--- src/logic/ddc_pkg.sv ---
// Purpose: Shared constants, types and helpers of the dual DAC load control
// Assumes: 24-bit frames, MSB first; command layout is local to this block
// Notes:   Pin indices address the synchroniser vector in the top module
package ddc_pkg;

    // ****************************************************************
    // Frame layout
    // ****************************************************************
    localparam int FRAME_BITS = 24;
    localparam int CNT_W = 5;
    localparam logic [4:0] FRAME_CNT = 5'h18;
    localparam int DATA_W = 16;
    localparam int RD_BIT = 23;
    localparam int SEL_HI = 22;
    localparam int SEL_LO = 19;
    localparam int ADR_HI = 18;
    localparam int ADR_LO = 16;
    localparam logic [3:0] SEL_FUNC = 4'h0;
    localparam logic [3:0] SEL_DATA = 4'h2;
    localparam logic [2:0] ADR_A = 3'h0;
    localparam logic [2:0] ADR_B = 3'h1;
    localparam logic [2:0] ADR_ALL = 3'h4;

    // ****************************************************************
    // Function register fields and reset values
    // ****************************************************************
    localparam int FN_DAISY = 0;
    localparam int FN_DIR0 = 2;
    localparam int FN_DIR1 = 3;
    localparam int FN_OUT0 = 4;
    localparam int FN_OUT1 = 5;
    localparam logic [15:0] FUNC_RST = 16'h0000;
    localparam logic [15:0] DAC_RST = 16'h0000;
    localparam logic [15:0] CLEAR_CODE = 16'h0000;
    localparam logic [15:0] MID_CODE = 16'h8000;
    localparam logic [7:0] RB_PAD = 8'h00;

    // ****************************************************************
    // Synchroniser vector
    // ****************************************************************
    localparam int PIN_N = 9;
    localparam int PIN_SCLK = 0;
    localparam int PIN_FRM = 1;
    localparam int PIN_SDI = 2;
    localparam int PIN_CLEAR = 3;
    localparam int PIN_LOAD = 4;
    localparam int PIN_P0 = 5;
    localparam int PIN_P1 = 6;
    localparam int PIN_CLAMP = 7;
    localparam int PIN_CODE = 8;
    localparam logic [8:0] SYNC_RST = 9'h1fb;

    // ****************************************************************
    // Frame receiver states and helpers
    // ****************************************************************
    typedef enum logic [1:0] {
        FR_IDLE = 2'b00,
        FR_SHIFT = 2'b01,
        FR_PUSH = 2'b11
    } ddc_frame_st_t;

    // Register code to offset-binary code for the converter core
    function automatic logic [15:0] ddc_to_core(input logic [15:0] code, input logic offset_bin);
        ddc_to_core = offset_bin ? code : (code ^ MID_CODE);
    endfunction

endpackage

--- src/logic/ddc_word_if.sv ---
// Purpose: Valid/ready word channel between frame receiver, buffer and executor
// Assumes: A word moves on a cycle with valid and ready both high
// Notes:   src drives valid and data, snk drives ready
`timescale 1ns/1ns
`default_nettype none
interface ddc_word_if #(parameter int WIDTH = 24);
    logic valid;
    logic ready;
    logic [WIDTH-1:0] data;
    modport src (output valid, output data, input ready);
    modport snk (input valid, input data, output ready);
endinterface
`default_nettype wire

--- src/logic/ddc_dac_load_ctrl.sv ---
// Purpose: Serial frame receiver and register control of a dual 16-bit DAC
// Assumes: All pins except arst_n and clk_en are asynchronous to core_clk and pass two flip-flops
// Notes:   Each serial clock half period must span three core clocks
`timescale 1ns/1ns
`default_nettype none
module ddc_dac_load_ctrl #(
    parameter int BUF_DEPTH = 2
) (
    input wire logic core_clk,
    input wire logic arst_n,
    input wire logic clk_en,
    input wire logic serial_clk,
    input wire logic frame_strobe_n,
    input wire logic serial_in,
    output logic serial_out,
    output logic serial_out_en,
    input wire logic clear_n,
    input wire logic load_strobe_n,
    input wire logic port_pin_0_in,
    output logic port_pin_0_out,
    output logic port_pin_0_oe,
    input wire logic port_pin_1_in,
    output logic port_pin_1_out,
    output logic port_pin_1_oe,
    input wire logic output_clamp_in,
    input wire logic coding_select,
    output logic monitor_reset_out,
    output logic output_clamped,
    output logic [15:0] dac_a_code,
    output logic [15:0] dac_b_code
);
    // ****************************************************************
    // Pin synchronisers and edge detection
    // ****************************************************************
    logic [ddc_pkg::PIN_N-1:0] pins_raw, s1_q, s2_q, prev_q;
    logic sclk_fall, sclk_rise, frame_fall, frame_rise, clear_fall, load_fall;

    assign pins_raw = {coding_select, output_clamp_in, port_pin_1_in, port_pin_0_in,
        load_strobe_n, clear_n, serial_in, frame_strobe_n, serial_clk};

    // Two-stage synchroniser plus one history stage for edges
    always_ff @(posedge core_clk or negedge arst_n) begin
        if (!arst_n) begin
            s1_q <= ddc_pkg::SYNC_RST;
            s2_q <= ddc_pkg::SYNC_RST;
            prev_q <= ddc_pkg::SYNC_RST;
        end else if (clk_en) begin
            s1_q <= pins_raw;
            s2_q <= s1_q;
            prev_q <= s2_q;
        end
    end

    // Edges seen on synchronised levels only
    assign sclk_fall = prev_q[ddc_pkg::PIN_SCLK] & ~s2_q[ddc_pkg::PIN_SCLK];
    assign sclk_rise = ~prev_q[ddc_pkg::PIN_SCLK] & s2_q[ddc_pkg::PIN_SCLK];
    assign frame_fall = prev_q[ddc_pkg::PIN_FRM] & ~s2_q[ddc_pkg::PIN_FRM];
    assign frame_rise = ~prev_q[ddc_pkg::PIN_FRM] & s2_q[ddc_pkg::PIN_FRM];
    assign clear_fall = prev_q[ddc_pkg::PIN_CLEAR] & ~s2_q[ddc_pkg::PIN_CLEAR];
    assign load_fall = prev_q[ddc_pkg::PIN_LOAD] & ~s2_q[ddc_pkg::PIN_LOAD];

    // ****************************************************************
    // Frame receiver
    // ****************************************************************
    ddc_word_if #(.WIDTH(ddc_pkg::FRAME_BITS)) in_if ();
    ddc_word_if #(.WIDTH(ddc_pkg::FRAME_BITS)) out_if ();

    ddc_pkg::ddc_frame_st_t st_q, st_d;
    logic [ddc_pkg::CNT_W-1:0] cnt_q, cnt_d;
    logic [ddc_pkg::FRAME_BITS-1:0] sh_q, sh_d;
    logic so_q, so_d, so_en_q, so_en_d;
    logic rb_load_q, rb_load_d, rb_pend_q, rb_pend_d;
    logic [15:0] rb_word_q, rb_word_d, func_q, func_d;

    assign in_if.valid = (st_q == ddc_pkg::FR_PUSH);
    assign in_if.data = sh_q;

    // Next receiver state, shift register and serial output
    always_comb begin
        st_d = st_q;
        cnt_d = cnt_q;
        sh_d = sh_q;
        so_d = so_q;
        so_en_d = func_q[ddc_pkg::FN_DAISY] | rb_pend_q;
        unique case (st_q)
            ddc_pkg::FR_IDLE: begin
                if (frame_fall) begin
                    st_d = ddc_pkg::FR_SHIFT;
                    cnt_d = '0;
                    so_d = sh_q[ddc_pkg::FRAME_BITS-1];
                end
            end
            ddc_pkg::FR_SHIFT: begin
                if (frame_rise) begin
                    st_d = (cnt_q == ddc_pkg::FRAME_CNT) ? ddc_pkg::FR_PUSH : ddc_pkg::FR_IDLE;
                end else if (sclk_fall) begin
                    sh_d = {sh_q[ddc_pkg::FRAME_BITS-2:0], s2_q[ddc_pkg::PIN_SDI]};
                    cnt_d = (cnt_q == ddc_pkg::FRAME_CNT) ? cnt_q : cnt_q + 1'b1;
                end else if (sclk_rise) begin
                    so_d = sh_q[ddc_pkg::FRAME_BITS-1];
                end
            end
            ddc_pkg::FR_PUSH: begin
                if (in_if.ready) begin
                    st_d = ddc_pkg::FR_IDLE; // Stalls here while buffer is full
                end
            end
            default: begin
                st_d = ddc_pkg::FR_IDLE;
            end
        endcase
        if (rb_load_q) begin
            sh_d = {ddc_pkg::RB_PAD, rb_word_q};
        end
    end

    // Receiver registers
    always_ff @(posedge core_clk or negedge arst_n) begin
        if (!arst_n) begin
            st_q <= ddc_pkg::FR_IDLE;
            cnt_q <= '0;
            sh_q <= '0;
            so_q <= 1'b0;
            so_en_q <= 1'b0;
        end else if (clk_en) begin
            st_q <= st_d;
            cnt_q <= cnt_d;
            sh_q <= sh_d;
            so_q <= so_d;
            so_en_q <= so_en_d;
        end
    end

    ddc_word_buf #(.WIDTH(ddc_pkg::FRAME_BITS), .DEPTH(BUF_DEPTH)) u_buf (
        .core_clk(core_clk),
        .arst_n(arst_n),
        .clk_en(clk_en),
        .wr(in_if),
        .rd(out_if)
    );

    // ****************************************************************
    // Command executor and DAC registers
    // ****************************************************************
    logic take, load_low;
    logic [ddc_pkg::FRAME_BITS-1:0] w;
    logic [3:0] sel;
    logic [2:0] adr;
    logic [15:0] in_a_q, in_a_d, in_b_q, in_b_d, dac_a_q, dac_a_d, dac_b_q, dac_b_d;

    assign out_if.ready = ~clear_fall; // Clear owns the registers in its cycle
    assign take = out_if.valid & out_if.ready;
    assign w = out_if.data;
    assign sel = w[ddc_pkg::SEL_HI:ddc_pkg::SEL_LO];
    assign adr = w[ddc_pkg::ADR_HI:ddc_pkg::ADR_LO];
    assign load_low = ~s2_q[ddc_pkg::PIN_LOAD];

    // Next register values: write, readback, load strobe, clear
    always_comb begin
        in_a_d = in_a_q;
        in_b_d = in_b_q;
        dac_a_d = dac_a_q;
        dac_b_d = dac_b_q;
        func_d = func_q;
        rb_word_d = rb_word_q;
        rb_load_d = 1'b0;
        rb_pend_d = frame_rise ? 1'b0 : rb_pend_q;
        if (take && w[ddc_pkg::RD_BIT]) begin
            rb_load_d = 1'b1;
            rb_pend_d = 1'b1;
            if (sel == ddc_pkg::SEL_FUNC) begin
                rb_word_d = {func_q[15:8], s2_q[ddc_pkg::PIN_P1], s2_q[ddc_pkg::PIN_P0],
                    func_q[5:0]};
            end else begin
                rb_word_d = (adr == ddc_pkg::ADR_B) ? dac_b_q : dac_a_q;
            end
        end else if (take && sel == ddc_pkg::SEL_FUNC) begin
            func_d = w[15:0];
        end else if (take && sel == ddc_pkg::SEL_DATA) begin
            if (adr == ddc_pkg::ADR_A || adr == ddc_pkg::ADR_ALL) begin
                in_a_d = w[15:0];
                dac_a_d = load_low ? w[15:0] : dac_a_q;
            end
            if (adr == ddc_pkg::ADR_B || adr == ddc_pkg::ADR_ALL) begin
                in_b_d = w[15:0];
                dac_b_d = load_low ? w[15:0] : dac_b_q;
            end
        end
        if (load_fall) begin
            dac_a_d = in_a_d;
            dac_b_d = in_b_d;
        end
        if (clear_fall) begin
            in_a_d = ddc_pkg::CLEAR_CODE;
            in_b_d = ddc_pkg::CLEAR_CODE;
            dac_a_d = ddc_pkg::CLEAR_CODE;
            dac_b_d = ddc_pkg::CLEAR_CODE;
        end
    end

    // Executor registers
    always_ff @(posedge core_clk or negedge arst_n) begin
        if (!arst_n) begin
            in_a_q <= ddc_pkg::DAC_RST;
            in_b_q <= ddc_pkg::DAC_RST;
            dac_a_q <= ddc_pkg::DAC_RST;
            dac_b_q <= ddc_pkg::DAC_RST;
            func_q <= ddc_pkg::FUNC_RST;
            rb_word_q <= '0;
            rb_load_q <= 1'b0;
            rb_pend_q <= 1'b0;
        end else if (clk_en) begin
            in_a_q <= in_a_d;
            in_b_q <= in_b_d;
            dac_a_q <= dac_a_d;
            dac_b_q <= dac_b_d;
            func_q <= func_d;
            rb_word_q <= rb_word_d;
            rb_load_q <= rb_load_d;
            rb_pend_q <= rb_pend_d;
        end
    end

    // ****************************************************************
    // Output stage
    // ****************************************************************
    logic clamp_d;
    logic [15:0] code_a_d, code_b_d;

    // Core codes after coding select and clamp
    always_comb begin
        clamp_d = ~s2_q[ddc_pkg::PIN_CLAMP];
        code_a_d = ddc_pkg::ddc_to_core(dac_a_q, s2_q[ddc_pkg::PIN_CODE]);
        code_b_d = ddc_pkg::ddc_to_core(dac_b_q, s2_q[ddc_pkg::PIN_CODE]);
        if (clamp_d) begin
            code_a_d = ddc_pkg::MID_CODE;
            code_b_d = ddc_pkg::MID_CODE;
        end
    end

    // Output registers
    always_ff @(posedge core_clk or negedge arst_n) begin
        if (!arst_n) begin
            dac_a_code <= ddc_pkg::MID_CODE;
            dac_b_code <= ddc_pkg::MID_CODE;
            output_clamped <= 1'b1;
            monitor_reset_out <= 1'b0;
            port_pin_0_out <= 1'b0;
            port_pin_0_oe <= 1'b0;
            port_pin_1_out <= 1'b0;
            port_pin_1_oe <= 1'b0;
        end else if (clk_en) begin
            dac_a_code <= code_a_d;
            dac_b_code <= code_b_d;
            output_clamped <= clamp_d;
            monitor_reset_out <= 1'b1;
            port_pin_0_out <= func_q[ddc_pkg::FN_OUT0];
            port_pin_0_oe <= func_q[ddc_pkg::FN_DIR0];
            port_pin_1_out <= func_q[ddc_pkg::FN_OUT1];
            port_pin_1_oe <= func_q[ddc_pkg::FN_DIR1];
        end
    end

    assign serial_out = so_q;
    assign serial_out_en = so_en_q;
endmodule
`default_nettype wire

--- src/logic/ddc_word_buf.sv ---
// Purpose: Small FIFO of frame words with valid/ready on both sides
// Assumes: Same clock and clock enable on both sides
// Notes:   Full and empty are exact; a push into a full buffer is refused
`timescale 1ns/1ns
`default_nettype none
module ddc_word_buf #(
    parameter int WIDTH = 24,
    parameter int DEPTH = 2
) (
    input wire logic core_clk,
    input wire logic arst_n,
    input wire logic clk_en,
    ddc_word_if.snk wr,
    ddc_word_if.src rd
);
    localparam int AW = (DEPTH > 1) ? $clog2(DEPTH) : 1;
    localparam int CW = $clog2(DEPTH + 1);

    logic [WIDTH-1:0] mem_q [DEPTH];
    logic [WIDTH-1:0] mem_d [DEPTH];
    logic [AW-1:0] wp_q, wp_d, rp_q, rp_d;
    logic [CW-1:0] cnt_q, cnt_d;
    logic push, pop;

    // Pointer step with wrap at the last entry
    function automatic logic [AW-1:0] next_ptr(input logic [AW-1:0] p);
        next_ptr = (p == AW'(DEPTH - 1)) ? '0 : p + 1'b1;
    endfunction

    // Handshake outputs
    assign wr.ready = (cnt_q != CW'(DEPTH));
    assign rd.valid = (cnt_q != '0);
    assign rd.data = mem_q[rp_q];
    assign push = wr.valid & wr.ready;
    assign pop = rd.valid & rd.ready;

    // Next storage, pointers and fill level
    always_comb begin
        mem_d = mem_q;
        wp_d = wp_q;
        rp_d = rp_q;
        cnt_d = cnt_q;
        if (push) begin
            mem_d[wp_q] = wr.data;
            wp_d = next_ptr(wp_q);
        end
        if (pop) begin
            rp_d = next_ptr(rp_q);
        end
        if (push && !pop) begin
            cnt_d = cnt_q + 1'b1;
        end else if (pop && !push) begin
            cnt_d = cnt_q - 1'b1;
        end
    end

    // Registers
    always_ff @(posedge core_clk or negedge arst_n) begin
        if (!arst_n) begin
            for (int i = 0; i < DEPTH; i++) begin
                mem_q[i] <= '0;
            end
            wp_q <= '0;
            rp_q <= '0;
            cnt_q <= '0;
        end else if (clk_en) begin
            mem_q <= mem_d;
            wp_q <= wp_d;
            rp_q <= rp_d;
            cnt_q <= cnt_d;
        end
    end
endmodule
`default_nettype wire

--- config.mk ---
export PLATFORM = sky130hd
export DESIGN_NAME = ddc_dac_load_ctrl
export DESIGN_NICKNAME = d
export VERILOG_FILES = /design/src/logic/ddc_pkg.sv /design/src/logic/ddc_word_if.sv /design/src/logic/ddc_dac_load_ctrl.sv /design/src/logic/ddc_word_buf.sv
export SDC_FILE = /design/constraint.sdc
export NUM_CORES = 1
export LEC_CHECK = 0
export BUFFER_PORTS_ARGS = -buffer_cell sky130_fd_sc_hd__buf_2
export CORE_MARGIN = 2
export CORE_UTILIZATION = 55
export DETAILED_ROUTE_END_ITERATION = 8
export PLACE_DENSITY = 0.73
export SLEW_MARGIN = 0
export SYNTH_ARGS = -nofsm -noshare
export SYNTH_HDL_FRONTEND = slang
export SYNTH_SLANG_ARGS = --single-unit
--- constraint.sdc ---
create_clock -name core_clk -period 2.55 [get_ports core_clk]
set_input_delay 0.255 -clock core_clk [delete_from_list [all_inputs] [get_ports core_clk]]
set_output_delay 0.255 -clock core_clk [all_outputs]
set_load 0.01 [all_outputs]
==> flow_summary.ini <==
[grt]
grt_start_max_net_pins = 87
gr-total-overflow = 0
grt_use_total_pct = 23.52
grt_pass1_vias = 7325
antenna_found_initial = 0
wire_length_of_the_first_global_routing_pass_um = 38140

[final_layout]
mostFrequentLayoutCells = sky130_fd_sc_hd__dfrtp_1 (217), sky130_fd_sc_hd__mux2_2 (90), sky130_fd_sc_hd__mux2i_1 (81), sky130_fd_sc_hd__o21ai_0 (65), sky130_fd_sc_hd__nand2_1 (63)
num_antenna_cells = 0
layout_cell_share_with_drive_strength_beyond_1_pct = 25.55
multi_input_area_um2 = 4156
filler_cell_count = 1475
layout.nets = 955
layout.cells.non_filler = 1219
layout.cells.most_common = sky130_fd_sc_hd__dfrtp_1
seqCellArea_um2 = 6061
design_area_um2 = 12130
flow.area_growth_from_synthesis_pct = 14.21

[synthesis]
synth_seq_area_share_pct = 57.05
post_synth_inst_count = 882
ys_async_sr_fraction_pct = 100.0
synthesis.area_um2 = 10620
synthFlopType = sky130_fd_sc_hd__dfrtp_1
synthesized_area_per_cell_um2 = 12.04
portion_of_synthesized_cell_area_occupied_by_the_leading_cell_type_pct = 51.36
synth-warning-count = 0
postSynthRegisterBits = 241
leading_post_synthesis_cells_by_cell_area = sky130_fd_sc_hd__dfrtp_1 (51%), sky130_fd_sc_hd__mux2_2 (9.5%), sky130_fd_sc_hd__mux2i_1 (7.6%), sky130_fd_sc_hd__dfstp_2 (5.7%), sky130_fd_sc_hd__o2bb2ai_1 (4.0%)
netlist-cell-type-count = 51
yosys.area.top_type = sky130_fd_sc_hd__dfrtp_1
synth.net_count = 897
synth-edff-count = 0

[worst_setup_path]
cp_max_fo = 16
critical-path-slowest-cell = sky130_fd_sc_hd__o31ai_2
arrival_ps = 2830
crit_path_start_kind = flop
worst-r2r-setup-slack_ps = 150
worstReg2RegEnd = dac_b_q[4]
slowest_delay_ps = 1020
critical_path.cell_chain = or2_2 > o2111ai_4 > nor4_2 > o31ai_2 > o2bb2ai_1
cp_data_required_time_ps = 2990
worst_path_class_setup = reg2reg
worst-r2r-cell-count = 5
timing.rr.start = u_buf.cnt_q[1]
end_kind = flop

[place]
post_dp_cell_area_um2 = 11190
place.detailed.instances = 1163
port_buffers = 51
place_worst_setup_slack_ps = 236.7
post-dp-hpwl_um = 14870
place_congestion = 0.7889

[clock_network]
cts_h_tree_lvls = 1
tritoncts = yes
clk_root_buffer_cell = sky130_fd_sc_hd__clkbuf_16
postCtsSetupBuffers = 0
worstSkewPairLatency_ps = 520
clock_sinks = 241
max_clock_buf_depth = 3
cts-buffers-inserted = 25
clk_pin_slew_ps = 60

[timing]
timing.final.max_slew_violations = 0
timing.slew.headroom_pct = 13.57
fin_ws_ps = 154.6
worst_pin_slew_ps = 1289
finalHoldViolations = 0
final.setup.tns_ps = 0
rsz0062_at_grt = false
fmax_ghz = 0.4175
final.period_utilization_pct = 93.94
worst_hold_slack_ps = 193.8
period_needed_ps = 2395
finalClockSkew_ps = 15.01
timing.final.setup_violations = 0

[detailed_routing]
drt-wirelength-per-cell_um = 18.76
ant_nets = 0
drc = 0
route.vias.total = 6933
drt_first_iter_violations = 432
routed_via_density = 5.687
totalWireLength_um = 22870
detail_route.first_pass.iterations = 4

[min_path]
capture_endpoint_of_the_worst_hold_path = s2_q[4]
timing.hold.worst_path_depth = 3
hold_class = in2reg
worstHoldStart = clk_en

[die]
initial_utilization_pct = 56.41
die-height_um = 143.0
io_pins = 52
floorplan.rows = 50
dieArea_um2 = 20440
placeableCoreArea_um2 = 18830
die_width_um = 143.0

[power_and_ir_drop]
power.density_cell_area_nw_per_um2 = 762.6
leakagePower_nw = 5.871
vdd.ir_drop.worst_uv = 508.1

[status]
status = complete, no violations

[run]
timing.max_cap.violations = 0
worst max-delay path by stage:
stage                   start          to  slack (ps)  depth (start not counted)
5_1_grt            u_buf.rp_q  dac_b_q[4]           9                          6
3_5_place_dp       u_buf.rp_q   in_b_q[6]         240                          5
6_report       u_buf.cnt_q[1]  dac_b_q[4]         150                          5
3_3_place_gp       u_buf.rp_q  dac_b_q[9]         340                          5
4_1_cts        u_buf.cnt_q[1]  dac_b_q[4]         200                          5
2_1_floorplan         s2_q[3]  dac_b_q[5]         490                          7
sequential cells by signal, indices dropped and copies added (netlist names), 4 cells and up:
signal	cells
dac_b_code	16
dac_a_code	16
rb_word_q	16
cnt_q	5
dac_a_q	16
u_buf.mem_q	48
dac_b_q	16
in_if.data	24
s2_q	9
func_q	14
in_a_q	16
prev_q	4
s1_q	9
in_b_q	16
power breakdown:
group	total [mW]	switching (mW)	leakage [nW]	internal, mW
Sequential	4.19	0.175	3.26	4.02
Clock	3.73	1.49	0.411	2.24
Combinational	1.33	0.819	2.20	0.513
cells in the mapped netlist (3+ instances only):
cell	count
sky130_fd_sc_hd__buf_2	14
sky130_fd_sc_hd__nor2_1	26
sky130_fd_sc_hd__ha_1	3
sky130_fd_sc_hd__a21oi_1	5
sky130_fd_sc_hd__a31oi_1	3
sky130_fd_sc_hd__dfrtp_1	218
sky130_fd_sc_hd__mux2_2	90
sky130_fd_sc_hd__dfstp_2	23
sky130_fd_sc_hd__o21ai_0	66
sky130_fd_sc_hd__o21ai_1	7
sky130_fd_sc_hd__clkbuf_1	32
sky130_fd_sc_hd__buf_6	3
sky130_fd_sc_hd__nor3_1	5
sky130_fd_sc_hd__o2bb2ai_1	49
sky130_fd_sc_hd__a211oi_1	16
sky130_fd_sc_hd__nor2b_1	4
sky130_fd_sc_hd__a21o_1	16
sky130_fd_sc_hd__mux2i_1	81
sky130_fd_sc_hd__nand2b_1	6
sky130_fd_sc_hd__xor2_1	6
sky130_fd_sc_hd__or2_2	5
sky130_fd_sc_hd__nand2_1	63
sky130_fd_sc_hd__nand3_1	43
sky130_fd_sc_hd__inv_1	41
sky130_fd_sc_hd__xnor2_1	3
sky130_fd_sc_hd__buf_1	4
sky130_fd_sc_hd__a22o_1	18
per-layer routing:
metal,up-vias,GRT usage [%],wire (µm)
met3,46,3.018,618
met4,0,7.973,731
met1,3515,30.92,9850
li1,3261,-,-
met2,111,40.52,11670
met5,-,0,0
stage by stage:
stage | power, mW | util, %
final | 9.251 | 64.42
after global routing | 9.639 | 64.42
after CTS | 9.307 | 64.42
after detailed placement | 5.574 | 59.44
after global placement | 5.545 | 59.44
after floorplan | 5.182 | -
critical path: cells and delay by family, from the launching register on:
kind / cells / cell delay (ps)
AO/OA/AOI/OAI: 3 / 1410
AND/OR/NAND/NOR: 2 / 500
flip-flops: 1 / 400
area by class of cell:
| class | instances | area share, % |
|---|---|---|
| flip-flops and latches | 241 | 49.96 |
| multi-input cells | 544 | 34.27 |
| clock buffers | 38 | 5.890 |
| repair buffers | 86 | 4.889 |
| well taps | 260 | 2.682 |
| inverters | 42 | 1.300 |
| clock inverters | 8 | 1.011 |
what timing repair did:
item / CTS / global route
setup endpoints to repair: 0 / 0
hold buffers: 10 / 0
resized for setup: 0 / 0
endpoints found under the hold margin: 63 / 0
cell families after synthesis:
group                      Yosys count  share of synthesized area (%)
DFF                                241                          57.05
muxes                              171                          17.18
AOI/OAI and AO/OA                  196                          13.42
and+or+nand+nor                    165                          7.386
xor gates and xnor gates             9                         0.7422
adders and majority gates            3                         0.3534
buffers and inverters               97                          3.876
No activity file was read; power rests on OpenSTA's default activity.
